### config.mk
export PLATFORM = sky130hd
export DESIGN_NAME = uep_device_flat
export DESIGN_NICKNAME = d
export VERILOG_FILES = /design/src/common/uep_pkg.sv /design/src/common/uep_link_if.sv /design/src/design/uep_fifo.sv /design/src/design/uep_device.sv /design/src/flat_wrapper.sv
export VERILOG_INCLUDE_DIRS = /design/src /design/src/common
export SDC_FILE = /design/constraint.sdc
export NUM_CORES = 2
export LEC_CHECK = 0
export BUFFER_PORTS_ARGS = -buffer_cell sky130_fd_sc_hd__buf_4
export CORE_AREA = 2 2 401 483
export DETAILED_ROUTE_END_ITERATION = 16
export DIE_AREA = 0 0 403 485
export PLACE_DENSITY = 0.61
export SYNTH_ARGS = -nofsm -noshare
export SYNTH_HDL_FRONTEND = slang
export SYNTH_SLANG_ARGS = --single-unit
### constraint.sdc
create_clock -name clk -period 7.5 [get_ports clk]
set_input_delay 1.125 -clock clk [delete_from_list [all_inputs] [get_ports clk]]
set_output_delay 1.125 -clock clk [all_outputs]
set_load 0.03 [all_outputs]
### src/common/uep_consts.svh
// Constants for the endpoint ping-pong transfer block.
// Assumes inclusion by bare name from package, design and testbench files.
`ifndef UEP_CONSTS_SVH
`define UEP_CONSTS_SVH
`define UEP_DATA_W 8
`define UEP_BANK_DEPTH 64
`define UEP_PTR_W 6
`define UEP_FIFO_DEPTH 16
`define UEP_HS_ACK 2'h1
`define UEP_HS_NAK 2'h2
`define UEP_HS_NONE 2'h0
`endif

### src/common/uep_pkg.sv
// Types for the endpoint ping-pong transfer block.
// Assumes the constants header is on the include path.
`default_nettype none
`include "uep_consts.svh"
package uep_pkg;
  typedef logic [`UEP_DATA_W-1:0] uep_byte_type;
  typedef logic [1:0] uep_hs_type;
  typedef logic [`UEP_PTR_W:0] uep_len_type;
endpackage
`default_nettype wire

### src/common/uep_link_if.sv
// Link between the USB endpoint (device) and the host transaction engine.
// Assumes a single clock shared by both ends.
`timescale 1ns/1ps
`default_nettype none
interface uep_link_if;
  import uep_pkg::*;
  // Host to device.
  logic inToken;
  logic outByteValid;
  uep_byte_type outByte;
  logic outLast;
  logic outIso;
  logic inTaken;
  // Device to host.
  logic inByteValid;
  uep_byte_type inByte;
  logic inLast;
  logic outReady;
  logic hsValid;
  uep_hs_type hsCode;
  modport device(input inToken, outByteValid, outByte, outLast, outIso, inTaken,
    output inByteValid, inByte, inLast, outReady, hsValid, hsCode);
  modport host(output inToken, outByteValid, outByte, outLast, outIso, inTaken,
    input inByteValid, inByte, inLast, outReady, hsValid, hsCode);
endinterface
`default_nettype wire

### src/design/uep_fifo.sv
// Parameterised valid/ready FIFO.
// Assumes a single clock with synchronous active-low reset.
`timescale 1ns/1ps
`default_nettype none
module uep_fifo #(
  parameter int WIDTH = 8,
  parameter int DEPTH = 16
) (
  // Clock and reset.
  input wire logic clk,
  input wire logic reset_n,
  // Fill side.
  input wire logic inValid,
  input wire logic [WIDTH-1:0] inData,
  output logic inReady,
  // Drain side.
  output logic outValid,
  output logic [WIDTH-1:0] outData,
  input wire logic outReady
);
  localparam int AW = $clog2(DEPTH);
  logic [WIDTH-1:0] mem [DEPTH];
  logic [AW:0] wrPtr_q, wrPtr_d, rdPtr_q, rdPtr_d;
  logic push, pop;
  always_comb begin
    push = inValid && inReady;
    pop = outValid && outReady;
    wrPtr_d = push ? wrPtr_q + 1'b1 : wrPtr_q;
    rdPtr_d = pop ? rdPtr_q + 1'b1 : rdPtr_q;
    inReady = !((wrPtr_q[AW] != rdPtr_q[AW]) && (wrPtr_q[AW-1:0] == rdPtr_q[AW-1:0]));
    outValid = (wrPtr_q != rdPtr_q);
    outData = mem[rdPtr_q[AW-1:0]];
  end
  always_ff @(posedge clk) begin
    if (!reset_n) begin
      wrPtr_q <= '0;
      rdPtr_q <= '0;
    end else begin
      wrPtr_q <= wrPtr_d;
      rdPtr_q <= rdPtr_d;
    end
    if (push) begin
      mem[wrPtr_q[AW-1:0]] <= inData;
    end
  end
endmodule
`default_nettype wire

### src/design/uep_device.sv
// USB endpoint device end: dual-bank IN sequencing and single-bank OUT handling.
// Assumes the host end drives the link on the same clock; firmware side is plain ports.
`timescale 1ns/1ps
`default_nettype none
`include "uep_consts.svh"
module uep_device (
  // Clock and reset.
  input wire logic clk,
  input wire logic reset_n,
  // Link to the host.
  uep_link_if.device link,
  // Firmware IN path.
  input wire logic fwWrValid,
  input wire uep_pkg::uep_byte_type fwWrData,
  output logic fwWrReady,
  input wire logic fwSetTxReady,
  input wire logic fwClrTxComplete,
  output logic txPacketReady,
  output logic txComplete,
  output logic txIrq,
  output logic bank0Busy,
  output logic bank1Busy,
  // Firmware OUT path.
  input wire logic fwRxRelease,
  input wire logic fwRxRead,
  output logic rxPacketValid,
  output uep_pkg::uep_byte_type rxData,
  output logic rxDataValid,
  output logic rxOverIso
);
  import uep_pkg::*;
  typedef enum logic [1:0] {IN_IDLE, IN_SEND, IN_WAIT} uep_in_state_type;
  uep_byte_type bankMem [2][`UEP_BANK_DEPTH];
  uep_byte_type rxMem [`UEP_BANK_DEPTH];
  uep_in_state_type inSt_q, inSt_d;
  logic fillBank_q, fillBank_d, sendBank_q, sendBank_d;
  logic [1:0] filled_q, filled_d, ready_q, ready_d;
  uep_len_type fillLen_q [2];
  uep_len_type fillLen_d [2];
  uep_len_type txIdx_q, txIdx_d;
  logic tx_complete_flag_q, tx_complete_flag_d;
  logic inV_q, inV_d, inL_q, inL_d;
  uep_byte_type inB_q, inB_d;
  logic hsV_q, hsV_d;
  uep_hs_type hsC_q, hsC_d;
  logic rxOwn_q, rxOwn_d, rxDrop_q, rxDrop_d, iso_q, iso_d;
  uep_len_type rxLen_q, rxLen_d, rxIdx_q, rxIdx_d;
  logic rdV_q, rdV_d;
  uep_byte_type rd_q, rd_d;
  logic fifoValid, fifoReady;
  uep_byte_type fifoData;
  logic fillPush;
  logic wrRdy_q, wrRdy_d, pktRdy_q, pktRdy_d;

  // OUT bytes from the host pass through a FIFO before landing in the bank.
  uep_fifo #(.WIDTH(`UEP_DATA_W), .DEPTH(`UEP_FIFO_DEPTH)) rxFifo (
    .clk(clk),
    .reset_n(reset_n),
    .inValid(link.outByteValid),
    .inData(link.outByte),
    .inReady(fifoReady),
    .outValid(fifoValid),
    .outData(fifoData),
    .outReady(1'b1)
  );

  always_comb begin
    fillPush = fwWrValid && !filled_q[fillBank_q] &&
      (fillLen_q[fillBank_q] < uep_len_type'(`UEP_BANK_DEPTH));
    fillBank_d = fillBank_q;
    filled_d = filled_q;
    ready_d = ready_q;
    fillLen_d = fillLen_q;
    sendBank_d = sendBank_q;
    inSt_d = inSt_q;
    txIdx_d = txIdx_q;
    tx_complete_flag_d = tx_complete_flag_q;
    inV_d = 1'b0;
    inL_d = 1'b0;
    inB_d = inB_q;
    hsV_d = 1'b0;
    hsC_d = `UEP_HS_NONE;
    if (fillPush) begin
      fillLen_d[fillBank_q] = fillLen_q[fillBank_q] + 1'b1;
    end
    // A ready strobe commits the bank being filled and moves filling to the other bank.
    if (fwSetTxReady && !filled_q[fillBank_q]) begin
      filled_d[fillBank_q] = 1'b1;
      ready_d[fillBank_q] = 1'b1;
      fillBank_d = !fillBank_q;
    end
    if (fwClrTxComplete) begin
      tx_complete_flag_d = 1'b0;
    end
    case (inSt_q)
      IN_IDLE: begin
        if (link.inToken) begin
          if (ready_q[sendBank_q]) begin
            inSt_d = IN_SEND;
            txIdx_d = '0;
          end else begin
            hsV_d = 1'b1;
            hsC_d = `UEP_HS_NAK;
          end
        end
      end
      IN_SEND: begin
        inV_d = 1'b1;
        inB_d = bankMem[sendBank_q][txIdx_q[`UEP_PTR_W-1:0]];
        inL_d = (txIdx_q + 1'b1 >= fillLen_q[sendBank_q]);
        txIdx_d = txIdx_q + 1'b1;
        if (inL_d) begin
          inSt_d = IN_WAIT;
        end
      end
      IN_WAIT: begin
        if (link.inTaken) begin
          inSt_d = IN_IDLE;
          filled_d[sendBank_q] = 1'b0;
          ready_d[sendBank_q] = 1'b0;
          fillLen_d[sendBank_q] = '0;
          tx_complete_flag_d = 1'b1;
          sendBank_d = !sendBank_q;
        end
      end
      default: inSt_d = IN_IDLE;
    endcase
    // OUT path: firmware owns the bank until it releases it.
    rxOwn_d = rxOwn_q;
    rxDrop_d = rxDrop_q;
    iso_d = iso_q;
    rxLen_d = rxLen_q;
    rxIdx_d = rxIdx_q;
    rdV_d = 1'b0;
    rd_d = rd_q;
    if (link.outByteValid && link.outIso) begin
      iso_d = 1'b1;
    end
    // The FIFO drains every cycle, so rxDrop_q tags the one byte it holds as isochronous.
    if (link.outByteValid) begin
      rxDrop_d = link.outIso;
    end
    if (fifoValid) begin
      if (!rxOwn_q && !rxDrop_q &&
          rxLen_q < uep_len_type'(`UEP_BANK_DEPTH)) begin
        rxLen_d = rxLen_q + 1'b1;
      end
    end
    if (link.outByteValid && link.outLast) begin
      hsV_d = 1'b1;
      if (rxOwn_q || link.outIso) begin
        hsC_d = `UEP_HS_NAK;
        rxLen_d = rxOwn_q ? rxLen_q : '0;
      end else begin
        hsC_d = `UEP_HS_ACK;
      end
    end
    // Ownership passes to firmware at the edge where the last accepted byte drains.
    if (!rxOwn_q && hsV_q && hsC_q == `UEP_HS_ACK) begin
      rxOwn_d = 1'b1;
      rxIdx_d = '0;
    end
    if (rxOwn_q && fwRxRead && rxIdx_q < rxLen_q) begin
      rdV_d = 1'b1;
      rd_d = rxMem[rxIdx_q[`UEP_PTR_W-1:0]];
      rxIdx_d = rxIdx_q + 1'b1;
    end
    if (rxOwn_q && fwRxRelease) begin
      rxOwn_d = 1'b0;
      rxLen_d = '0;
    end
    wrRdy_d = !filled_d[fillBank_d];
    pktRdy_d = |ready_d;
  end

  always_ff @(posedge clk) begin
    if (!reset_n) begin
      inSt_q <= IN_IDLE;
      fillBank_q <= 1'b0;
      sendBank_q <= 1'b0;
      filled_q <= 2'h0;
      ready_q <= 2'h0;
      fillLen_q[0] <= '0;
      fillLen_q[1] <= '0;
      txIdx_q <= '0;
      tx_complete_flag_q <= 1'b0;
      inV_q <= 1'b0;
      inL_q <= 1'b0;
      inB_q <= '0;
      hsV_q <= 1'b0;
      hsC_q <= `UEP_HS_NONE;
      rxOwn_q <= 1'b0;
      rxDrop_q <= 1'b0;
      iso_q <= 1'b0;
      rxLen_q <= '0;
      rxIdx_q <= '0;
      rdV_q <= 1'b0;
      rd_q <= '0;
      wrRdy_q <= 1'b1;
      pktRdy_q <= 1'b0;
    end else begin
      inSt_q <= inSt_d;
      fillBank_q <= fillBank_d;
      sendBank_q <= sendBank_d;
      filled_q <= filled_d;
      ready_q <= ready_d;
      fillLen_q <= fillLen_d;
      txIdx_q <= txIdx_d;
      tx_complete_flag_q <= tx_complete_flag_d;
      inV_q <= inV_d;
      inL_q <= inL_d;
      inB_q <= inB_d;
      hsV_q <= hsV_d;
      hsC_q <= hsC_d;
      rxOwn_q <= rxOwn_d;
      rxDrop_q <= rxDrop_d;
      iso_q <= iso_d;
      rxLen_q <= rxLen_d;
      rxIdx_q <= rxIdx_d;
      rdV_q <= rdV_d;
      rd_q <= rd_d;
      wrRdy_q <= wrRdy_d;
      pktRdy_q <= pktRdy_d;
    end
    if (fillPush) begin
      bankMem[fillBank_q][fillLen_q[fillBank_q][`UEP_PTR_W-1:0]] <= fwWrData;
    end
    if (fifoValid && !rxOwn_q && rxLen_q < uep_len_type'(`UEP_BANK_DEPTH)) begin
      rxMem[rxLen_q[`UEP_PTR_W-1:0]] <= fifoData;
    end
  end

  always_comb begin
    link.inByteValid = inV_q;
    link.inByte = inB_q;
    link.inLast = inL_q;
    link.outReady = fifoReady;
    link.hsValid = hsV_q;
    link.hsCode = hsC_q;
    fwWrReady = wrRdy_q;
    txPacketReady = pktRdy_q;
    txComplete = tx_complete_flag_q;
    txIrq = tx_complete_flag_q;
    bank0Busy = filled_q[0];
    bank1Busy = filled_q[1];
    rxPacketValid = rxOwn_q;
    rxData = rd_q;
    rxDataValid = rdV_q;
    rxOverIso = iso_q;
  end
endmodule
`default_nettype wire

### src/flat_wrapper.sv
// flat-port wrapper written by rule: the top's interface ports become plain ports
module uep_device_flat import uep_pkg::*;
  (clk, reset_n, fwWrValid, fwWrData, fwWrReady, fwSetTxReady, fwClrTxComplete, txPacketReady, txComplete, txIrq, bank0Busy, bank1Busy, fwRxRelease, fwRxRead, rxPacketValid, rxData, rxDataValid, rxOverIso, link_inToken, link_outByteValid, link_outByte, link_outLast, link_outIso, link_inTaken, link_inByteValid, link_inByte, link_inLast, link_outReady, link_hsValid, link_hsCode);
  uep_link_if link_i ();
  input wire logic clk;
  input wire logic reset_n;
  input wire logic fwWrValid;
  input wire uep_pkg::uep_byte_type fwWrData;
  output logic fwWrReady;
  input wire logic fwSetTxReady;
  input wire logic fwClrTxComplete;
  output logic txPacketReady;
  output logic txComplete;
  output logic txIrq;
  output logic bank0Busy;
  output logic bank1Busy;
  input wire logic fwRxRelease;
  input wire logic fwRxRead;
  output logic rxPacketValid;
  output uep_pkg::uep_byte_type rxData;
  output logic rxDataValid;
  output logic rxOverIso;
  input wire logic [$bits(link_i.inToken)-1:0] link_inToken;
  input wire logic [$bits(link_i.outByteValid)-1:0] link_outByteValid;
  input wire logic [$bits(link_i.outByte)-1:0] link_outByte;
  input wire logic [$bits(link_i.outLast)-1:0] link_outLast;
  input wire logic [$bits(link_i.outIso)-1:0] link_outIso;
  input wire logic [$bits(link_i.inTaken)-1:0] link_inTaken;
  output wire logic [$bits(link_i.inByteValid)-1:0] link_inByteValid;
  output wire logic [$bits(link_i.inByte)-1:0] link_inByte;
  output wire logic [$bits(link_i.inLast)-1:0] link_inLast;
  output wire logic [$bits(link_i.outReady)-1:0] link_outReady;
  output wire logic [$bits(link_i.hsValid)-1:0] link_hsValid;
  output wire logic [$bits(link_i.hsCode)-1:0] link_hsCode;
  assign link_i.inToken = link_inToken;
  assign link_i.outByteValid = link_outByteValid;
  assign link_i.outByte = link_outByte;
  assign link_i.outLast = link_outLast;
  assign link_i.outIso = link_outIso;
  assign link_i.inTaken = link_inTaken;
  assign link_inByteValid = link_i.inByteValid;
  assign link_inByte = link_i.inByte;
  assign link_inLast = link_i.inLast;
  assign link_outReady = link_i.outReady;
  assign link_hsValid = link_i.hsValid;
  assign link_hsCode = link_i.hsCode;
  uep_device u_core (.clk(clk), .reset_n(reset_n), .link(link_i), .fwWrValid(fwWrValid), .fwWrData(fwWrData), .fwWrReady(fwWrReady), .fwSetTxReady(fwSetTxReady), .fwClrTxComplete(fwClrTxComplete), .txPacketReady(txPacketReady), .txComplete(txComplete), .txIrq(txIrq), .bank0Busy(bank0Busy), .bank1Busy(bank1Busy), .fwRxRelease(fwRxRelease), .fwRxRead(fwRxRead), .rxPacketValid(rxPacketValid), .rxData(rxData), .rxDataValid(rxDataValid), .rxOverIso(rxOverIso));
endmodule
==> results.md <==
* Status: complete, no violations
* # setup viols final at 0
* Cells after Synth at 3509
* Netlist cell types at 55
* Total CTS buffers at 179
* H-Tree Depth at 4
* Die Area at 195500 µm²
* Vias in the first global route at 34322
* Top cells by count, synth: 1664 x edfxtp_1, 336 x mux4_2, 276 x nor2_1
* Clock transition at path regs at 60 ps
* Initial antenna violation count at 4
* Yosys top cell area share at 73.07%
* Final Hold Viols at 0
* Remaining Overflow, GRT at 0
* Routability cong. at 0.8253
* Met2 WL post-DR at 81300 µm
* Class of the most critical setup path: flip-flop to flip-flop
* Syn Std Cell Area at 68380 µm²
* Worst Reg-to-Reg Cells at 6
* Largest net degree at the start of global routing at 87
* Pleak at 0.02300 µW
* CTS tree: built
* DRT Pass-1 Iters at 6
* Nets@finish at 3653
* Multi-input gate area at 15630 µm²
* Cells after DPL at 5914
* Wire per inst at 25.57 µm
* Top cells by area, synth: edfxtp_1 73%, mux4_2 11%, mux2i_1 3.4%, dfxtp_1 2.5%, a22oi_1 1.6%
* Gr usage total at 16.09%
* FF+latch count, synth at 1750
* Hold Crit Class: flip-flop to flip-flop
* Worst-margin pin slew at 1142 ps
* Worst-path fanout max at 28
* Crit path launch type: flip-flop
* CTS Buffer Depth at 3
* Synth warnings at 0
* Synthesized Nets at 3559
* First-pass GRT wire length at 232700 µm
* Vias at 33304
* Starting DRT DRC Count at 3322
* Initial Utilization at 35.86%
* TritonCTS Sinks at 1750
* Remaining DRCs at 0
* DP Wirelength at 96480 µm
* RR Endpoint: u_core.bankMem[1][273]
* PortBufs at 58
* Root Driver: clkbuf_16
* Pwr Density at 281.5 nW/µm²
* WHS Endpoint: u_core.rxOverIso
* WL final at 159500 µm
* Die W at 403 µm
* Critical Path AT at 4560 ps
* Hold Buf Count CTS at 0
* Post-CTS setup buffers at 0
* Data required, critical path at 7900 ps
* Max IR drop VDD at 0.0002308 V
* Post-Route Setup TNS at 0 ps
* Hold Path Stages at 2
* Relative slew slack at 23.66%
* Ports at 59
* Fillers at 16829
* Post-synth EDFFs at 1664
* Min-delay src: u_core.rxOverIso
* Wire length on met1 at 64360 µm
* Fin crit share at 55.50%
* Rows at 176
* Share of layout cells above drive strength 1 at 19.27%
* Max Slew Vio Count at 0
* Mean Syn Cell Area at 19.49 µm²
* Worst-Skew Late Latency at 790 ps
* Die height at 485 µm
* Highest routing layer actually used: met5
* Core Area at 190700 µm²
* Max Clk Rate at 240.3 MHz
* Via density per instance at 5.341
* Worst clock skew at 32.09 ps
* Fraction of registers with async set/reset at 0%
* RSZ-0062 raised after global routing: false
* Layout Cells excl Fill at 6235
* DR WL met3 at 8985 µm
* Routed Antenna Nets at 0
* R2R Setup Slk at 3340 ps
* Area added between synthesis and finish at 12.60%
* Final Critical Period at 4162 ps
* Synth area leader: edfxtp_1
* Crit. End Element: flip-flop
* Count leader, synth: edfxtp_1
* Register area at 51710 µm²
* Post-CTS Resized at 0
* Sequential share of the synthesized area at 75.59%
* Most used DFF post-synth: edfxtp_1
* FF-to-FF Start: u_core.fillBank_q
* Number of max-cap violations at 0
cells by family after synthesis:
family                   Yosys count  share of synthesized area, %
XOR/XNOR                          27                        0.3458
adder cells (fa/ha/maj)           22                        0.4025
flip-flops                      1750                         75.59
AO/OA/AOI/OAI                    391                         3.932
multiplexers                     587                         14.78
buffers and inverters            218                         1.612
AND/OR/NAND/NOR                  514                         3.343
cell type report:
| class | instances | area share (%) |
|---|---|---|
| multi-input cells | 1541 | 20.30 |
| diodes | 1 | 0.003250 |
| well taps | 2492 | 4.049 |
| flip-flops and latches | 1750 | 67.16 |
| repair buffers | 110 | 1.105 |
| clock inverters | 87 | 1.009 |
| inverters | 21 | 0.1024 |
| clock buffers | 233 | 6.271 |
metal layers:
layer	vias up	GRT usage, %
met4	2	5.450
li1	14575	-
met3	256	2.797
met1	17343	20.68
met5	-	0
met2	1128	27.50
state kept, by name, summed over array words and instances, names as in the netlist, 2 cells and up, named ones only:
name and flops:
u_core.rxData 8, u_core.link.inByte 8, u_core.filled_q 2, u_core.rxFifo.mem 128, u_core.rxLen_q 7, u_core.rxMem 512, u_core.ready_q 2, u_core.bankMem 1024
u_core.link.hsCode 2, u_core.rxFifo.wrPtr_q 5, u_core.rxIdx_q 7, u_core.rxFifo.rdPtr_q 5, u_core.txIdx_q 7, u_core.inSt_q 2, u_core.fillLen_q 14
cell usage in the layout (no fill, tap or decap), types with 16 or more instances in the layout:
cell and count:
mux4_2 336, clkbuf_16 184, nand3_1 61, nand2_1 82, buf_4 108, a22oi_1 150, clkinv_2 19, inv_1 21
dfxtp_1 78, o21ai_0 24, clkbuf_1 45, mux2i_1 230, edfxtp_1 1664, o2111ai_1 16, a21oi_1 63, a22o_1 16
clkinv_1 43, ha_1 22, nor2_1 275, o22ai_1 41, mux2_2 21
power by group:
part	leakage [µW]	internal, µW	total [µW]	switching (µW)
clock	0.00273	4930	8560	3630
combinational	0.00460	512	1760	1250
sequential	0.0157	11300	11300	79.4
metrics by stage:
stage | worst slack (ps) | util (%) | total power, µW | hold WS, ps | area [µm²]
after floorplan | 4722 | - | 12560 | 442.9 | 68380
after global placement | 3420 | 37.44 | 13300 | 452.2 | 71390
after detailed placement | 3402 | 37.44 | 13360 | 471.9 | 71390
after CTS | 3410 | 40.37 | 21870 | 487.1 | 77000
after global routing | 3120 | 40.37 | 22360 | 532.8 | 77000
final | 3338 | 40.38 | 21670 | 479.9 | 77000
critical path, cell delays in order (launching register included):
cell and delay (ps):
dfxtp_1 950, nor3b_1 260, o21ai_0 200, nor2b_1 270, nor2b_1 260, nand3_1 860, nor2_1 970
how the worst max path moves through the flow:
stage                      start                      to  slack (ps)  cells after the start
3_3_place_gp           fwWrValid   u_core.bankMem[1][19]        3420                      6
5_1_grt        u_core.fillBank_q  u_core.bankMem[1][277]        3120                      6
4_1_cts        u_core.fillBank_q  u_core.bankMem[1][273]        3410                      6
3_5_place_dp           fwWrValid  u_core.bankMem[1][277]        3400                      6
2_1_floorplan          fwWrValid    u_core.bankMem[1][0]        4720                      4
6_report       u_core.fillBank_q  u_core.bankMem[1][273]        3340                      6
Power figures use the tool's default switching activity.
